### src/ecc_map.svh
// Widths and counts for the memory SEC-DED checker
`ifndef ECC_MAP_SVH
`define ECC_MAP_SVH

`define FL_DATA_W 64
`define FL_CHK_W 8
`define FL_WORD_W 72
`define FL_ADDR_W 16
`define DF_DATA_W 32
`define DF_CHK_W 7
`define DF_WORD_W 39
`define SR_DATA_W 32
`define SR_ADDR_W 16
`define SR_CHK_W 7
`define SR_WORD_W 39
`define SR_CHANNELS 2
`define RSP_DATA_W 64
`define ERR_LEAD_CYCLES 16

`endif

### src/ecc_pkg.sv
// Carrier types for the memory SEC-DED checker
`include "ecc_map.svh"
package ecc_pkg;

  typedef struct packed {
    logic valid;
    logic write;
    logic erase;
    logic data_flash;
    logic [`FL_ADDR_W-1:0] addr;
    logic [`FL_DATA_W-1:0] wdata;
  } flash_req_t;

  typedef struct packed {
    logic rd;
    logic wr;
    logic erase;
    logic data_flash;
    logic [`FL_ADDR_W-1:0] addr;
    logic [`FL_WORD_W-1:0] word;
  } flash_cmd_t;

  typedef struct packed {
    logic valid;
    logic [`FL_WORD_W-1:0] word;
  } flash_ret_t;

  typedef struct packed {
    logic valid;
    logic write;
    logic [`SR_ADDR_W-1:0] addr;
    logic [`SR_DATA_W-1:0] wdata;
  } sram_req_t;

  typedef struct packed {
    logic rd;
    logic wr;
    logic [`SR_ADDR_W-1:0] addr;
    logic [`SR_WORD_W-1:0] word;
  } sram_cmd_t;

  typedef struct packed {
    logic valid;
    logic [`SR_WORD_W-1:0] word;
  } sram_ret_t;

  typedef struct packed {
    logic valid;
    logic single_bit_error;
    logic ue;
    logic [`RSP_DATA_W-1:0] rdata;
  } rsp_t;

  typedef enum logic [1:0] {SRC_FLASH, SRC_SRAM0, SRC_SRAM1} err_src_t;

endpackage

### src/error_reporter.sv
// Corrected-error status and uncorrectable-fault reset sequencing
`timescale 1ns/1ps
module error_reporter #(
  parameter int ADDR_W = 16,
  parameter int LEAD = 16
) (
  input wire logic ref_clk,
  input wire logic srst,
  input wire logic sbe_event,
  input wire logic [ADDR_W-1:0] sbe_addr,
  input ecc_pkg::err_src_t sbe_src,
  input wire logic ue_event,
  input wire logic prog_reset,
  input wire logic irq_enable,
  output logic [ADDR_W-1:0] last_corr_addr,
  output ecc_pkg::err_src_t last_corr_src,
  output logic sbe_irq,
  output logic error_out,
  output logic reset_req
);
  if (LEAD < 2 || LEAD > 255) begin : g_bad
    $error("error_reporter: LEAD out of range");
  end

  typedef enum logic [1:0] {FC_IDLE, FC_ALARM, FC_RESET} fc_state_t;

  fc_state_t state_reg;
  logic [7:0] lead_cnt_reg;
  logic prog_seen_reg;

  // ----------------------------------------
  // Error status
  // ----------------------------------------
  always_ff @(posedge ref_clk) begin
    if (srst) begin
      last_corr_addr <= '0;
      last_corr_src <= ecc_pkg::SRC_FLASH;
      sbe_irq <= 1'b0;
    end else begin
      sbe_irq <= sbe_event && irq_enable;
      if (sbe_event) begin
        last_corr_addr <= sbe_addr;
        last_corr_src <= sbe_src;
      end
    end
  end

  // ----------------------------------------
  // Fault collection and reset
  // ----------------------------------------
  always_ff @(posedge ref_clk) begin
    if (srst) begin
      state_reg <= FC_IDLE;
      lead_cnt_reg <= 8'h00;
      error_out <= 1'b0;
      reset_req <= 1'b0;
    end else begin
      unique case (state_reg)
        FC_IDLE: begin
          if (prog_reset) begin
            state_reg <= FC_RESET;
            reset_req <= 1'b1;
          end else if (ue_event) begin
            state_reg <= FC_ALARM;
            error_out <= 1'b1;
            lead_cnt_reg <= 8'(LEAD - 1);
          end
        end
        FC_ALARM: begin
          // Error pin leads the reset so the outside can see the cause
          if (prog_reset || lead_cnt_reg == 8'h00) begin
            state_reg <= FC_RESET;
            reset_req <= 1'b1;
          end else begin
            lead_cnt_reg <= lead_cnt_reg - 8'h01;
          end
        end
        FC_RESET: begin
          reset_req <= 1'b1;
        end
      endcase
    end
  end

  always_ff @(posedge ref_clk) begin
    if (srst) begin
      prog_seen_reg <= 1'b0;
    end else if (prog_reset) begin
      prog_seen_reg <= 1'b1;
    end
  end

  localparam int LEAD_M1 = LEAD - 1;
endmodule

### config.mk
export PLATFORM = sky130hd
export DESIGN_NAME = error_reporter
export DESIGN_NICKNAME = d
export VERILOG_FILES = /design/src/ecc_pkg.sv /design/src/error_reporter.sv
export VERILOG_INCLUDE_DIRS = /design/src
export SDC_FILE = /design/constraint.sdc
export NUM_CORES = 1
export LEC_CHECK = 0
export ABC_CLOCK_PERIOD_IN_PS = 2300
export BUFFER_PORTS_ARGS = -buffer_cell sky130_fd_sc_hd__clkbuf_2
export CAP_MARGIN = 10
export CORE_UTILIZATION = 35
export DETAILED_ROUTE_END_ITERATION = 6
export PLACE_DENSITY = 0.57
export SLEW_MARGIN = 25
export SYNTH_ARGS = -nofsm -noshare
export SYNTH_HDL_FRONTEND = slang
export SYNTH_SLANG_ARGS = --single-unit
### constraint.sdc
create_clock -name ref_clk -period 2.3 [get_ports ref_clk]
set_input_delay 0.46 -clock ref_clk [delete_from_list [all_inputs] [get_ports ref_clk]]
set_output_delay 0.46 -clock ref_clk [all_outputs]
set_load 0.03 [all_outputs]
==> metrics.cfg <==
[run_status]
outcome = finished, final reports clean

[timing]
tightest_slew_ns = 0.574
hold_viol_final = 0
hold_slack_ns = 0.397
rsz0062_at_grt = false
finalCriticalPeriod_ns = 1.71
setup_viol = 0
max_freq_mhz = 586
maxSlewViolCount = 0
fin_skew_ns = 0.00324
fin_setup_tns_ns = 0
period_share_pct = 74.2
relSlewSlack_pct = 61.8

[clock_tree]
ctsResizeCount = 0
cts.clk_slew.worst_paths_ns = 0.06
cts_tree = done
clock-root-buffer = clkbuf_8
numCtsBuffers = 5
cts_setup_buffers = 0
clk_path_buf_depth = 2
htreeDepth = 2
cts_sinks = 31
cts_hold_buffers = 0
clock_latency_ns = 0.27

[worst_setup_path]
cp_max_fo = 5
crit_arrival_ns = 1.90
cp-end-kind = flip-flop
ff2ff_path_depth = 6
reg2reg_from = lead_cnt_reg[0]
crit_family = simple AND/OR/NAND/NOR gates
path_buf_inv = 1
slowest_delay_ns = 0.38
worst_path_max_delay_cell = nor4b_4
critPathRequiredTime_ns = 2.49
crit_type = flip-flop to flip-flop
cp_cell_sequence = inv_1 -> ha_1 -> nor4b_4 -> a311oi_2 -> or2_1 -> a31oi_1
start_kind = flip-flop
reg2reg_slack_ns = 0.59
rr_endpoint = lead_cnt_reg[5]

[grt]
grtUsageMet1_pct = 17.0
grt_pass1_wl_um = 4480
grt_max_degree = 31
grtUsageTotal_pct = 14.5
use_met3_pct = 4.74
grt.busiest_layer = met2
grt_pass1_vias = 1038
gr-total-overflow = 0
grt_antenna_before_repair = 0
use_met2_pct = 23.9

[placement]
io_buffers = 44
finalWeightedCongestion = 0.733
dpl.cell_count = 218

[worst_hold_path]
whs_endpoint = sbe_irq
hold_class = primary input to flip-flop
min_from = irq_enable
holdPathStages = 3

[logic_synthesis]
synthTopCellsByArea = dfxtp_1 (48%), mux2i_1 (14%), nor2_1 (8.7%)
synth_seq_area_share_pct = 47.8
syn_nets = 158
synth_top_area_share_pct = 47.8
synth.ff_latch_count = 31
yosysTopAreaCell = dfxtp_1
yosys_warnings = 0
netlist_area_um2 = 1300
synthCells = 132
yosysUniqueCellTypes = 34
syn_area_per_cell_um2 = 9.83

[final_layout]
layout.nets = 205
area_growth_pct = 27.1
stdcell_count = 225
layout-drive-gt1-share_pct = 33.5
nFillCells = 349
multi_input_area_um2 = 626
seqCellArea_um2 = 621
diodes = 0
finish.utilization_pct = 47.9
largest_reg_flops = 16

[routing]
vias = 1096
vias_per_cell = 4.87
totalWireLength_um = 2620
first_iter_violations = 23
drc = 0
post_drt_wl_per_cell_um = 11.6
drt_pass1_iterations = 4
drtAntennaViolNets = 0

[floorplan]
io_pins = 45
dieArea_um2 = 3950
core_um2 = 3440
start_util_pct = 37.7
die_width_um = 62.9
rows = 21
chipHeight_um = 62.9

[pwr]
peakVddDrop_mv = 0.369
p_leak_uw = 0.000804
powerDensity_nw_per_um2 = 762

[run]
maxCapViolCount = 0

tightest hold or removal path, stage by stage:
cell      delay [ns]
clkbuf_2        0.08
nand2_1         0.05
nor2_1          0.03
cell usage in the layout (no fill, tap or decap), types with 2 or more instances in the layout:
master	instances
a211oi_1	2
a21oi_1	5
a31oi_1	4
clkbuf_2	44
clkbuf_8	6
dfxtp_1	31
ha_1	2
inv_1	8
mux2i_1	18
nand2_1	3
nor2_1	30
nor3b_2	2
o311a_1	2
through the flow:
stage	worst slack, ns	area (µm²)	total power [µW]
final	0.592	1650	1260
after detailed placement	0.609	1560	848
after global routing	0.465	1650	1330
after CTS	0.586	1650	1280
after floorplan	0.802	1300	779
after global placement	0.662	1560	842
cell families (layout without fill, tap and decap cells):
logic type	after synthesis	in the layout	synth area share, %
and+or+nand+nor	45	45	18.8
DFF	31	31	47.8
AOI/OAI and AO/OA	23	23	13.6
muxes	18	18	13.9
buffers and inverters	13	60	3.95
adders and majority gates	2	2	1.93
cell usage after synthesis:
master,count
clkbuf_1,1
a22o_1,1
nor4b_4,1
nor4bb_1,1
and3_1,1
nand3b_1,1
mux2i_1,18
nor3b_2,2
a2bb2oi_1,1
buf_1,2
or2_1,1
nand2_2,1
a211oi_2,1
a311oi_2,1
o311a_1,2
nor2_1,30
a211oi_1,2
buf_2,2
inv_1,8
o21ai_0,1
nor3_4,1
ha_1,2
a21oi_1,5
a311oi_1,1
dfxtp_1,31
nand2_1,3
a31oi_1,4
nand3_1,1
a211o_1,1
o2bb2ai_1,1
nor3_1,1
or2_4,1
a41o_1,1
o21ai_1,1
final cells by class:
class	instances	area share [%]
clock buffers	6	5.01
repair buffers	45	13.8
multi-input cells	88	37.9
flip-flops and latches	31	37.6
well taps	46	3.49
inverters	8	1.82
clock inverters	1	0.303
how the worst max path moves through the flow:
stage	depth (start not counted)	to	start
2_1_floorplan	6	lead_cnt_reg[7]	lead_cnt_reg[0]
3_3_place_gp	5	lead_cnt_reg[7]	prog_reset
3_5_place_dp	6	lead_cnt_reg[5]	lead_cnt_reg[0]
4_1_cts	6	lead_cnt_reg[5]	lead_cnt_reg[0]
5_1_grt	6	lead_cnt_reg[5]	lead_cnt_reg[0]
6_report	6	lead_cnt_reg[5]	lead_cnt_reg[0]
metal layers:
metal  vias to the layer above  part of all wire [%]
met3                         2                   5.2
met1                       510                    45
met4                         0                  0.73
met2                        32                    49
met5                         -                     0
li1                        552                     -
report_power, final:
group          internal, µW  leakage, µW  switching (µW)
Clock                   234    0.0000470             187
Sequential              572     0.000255            29.8
Combinational          93.2     0.000502             140
No activity file was read; power rests on OpenSTA's default activity.
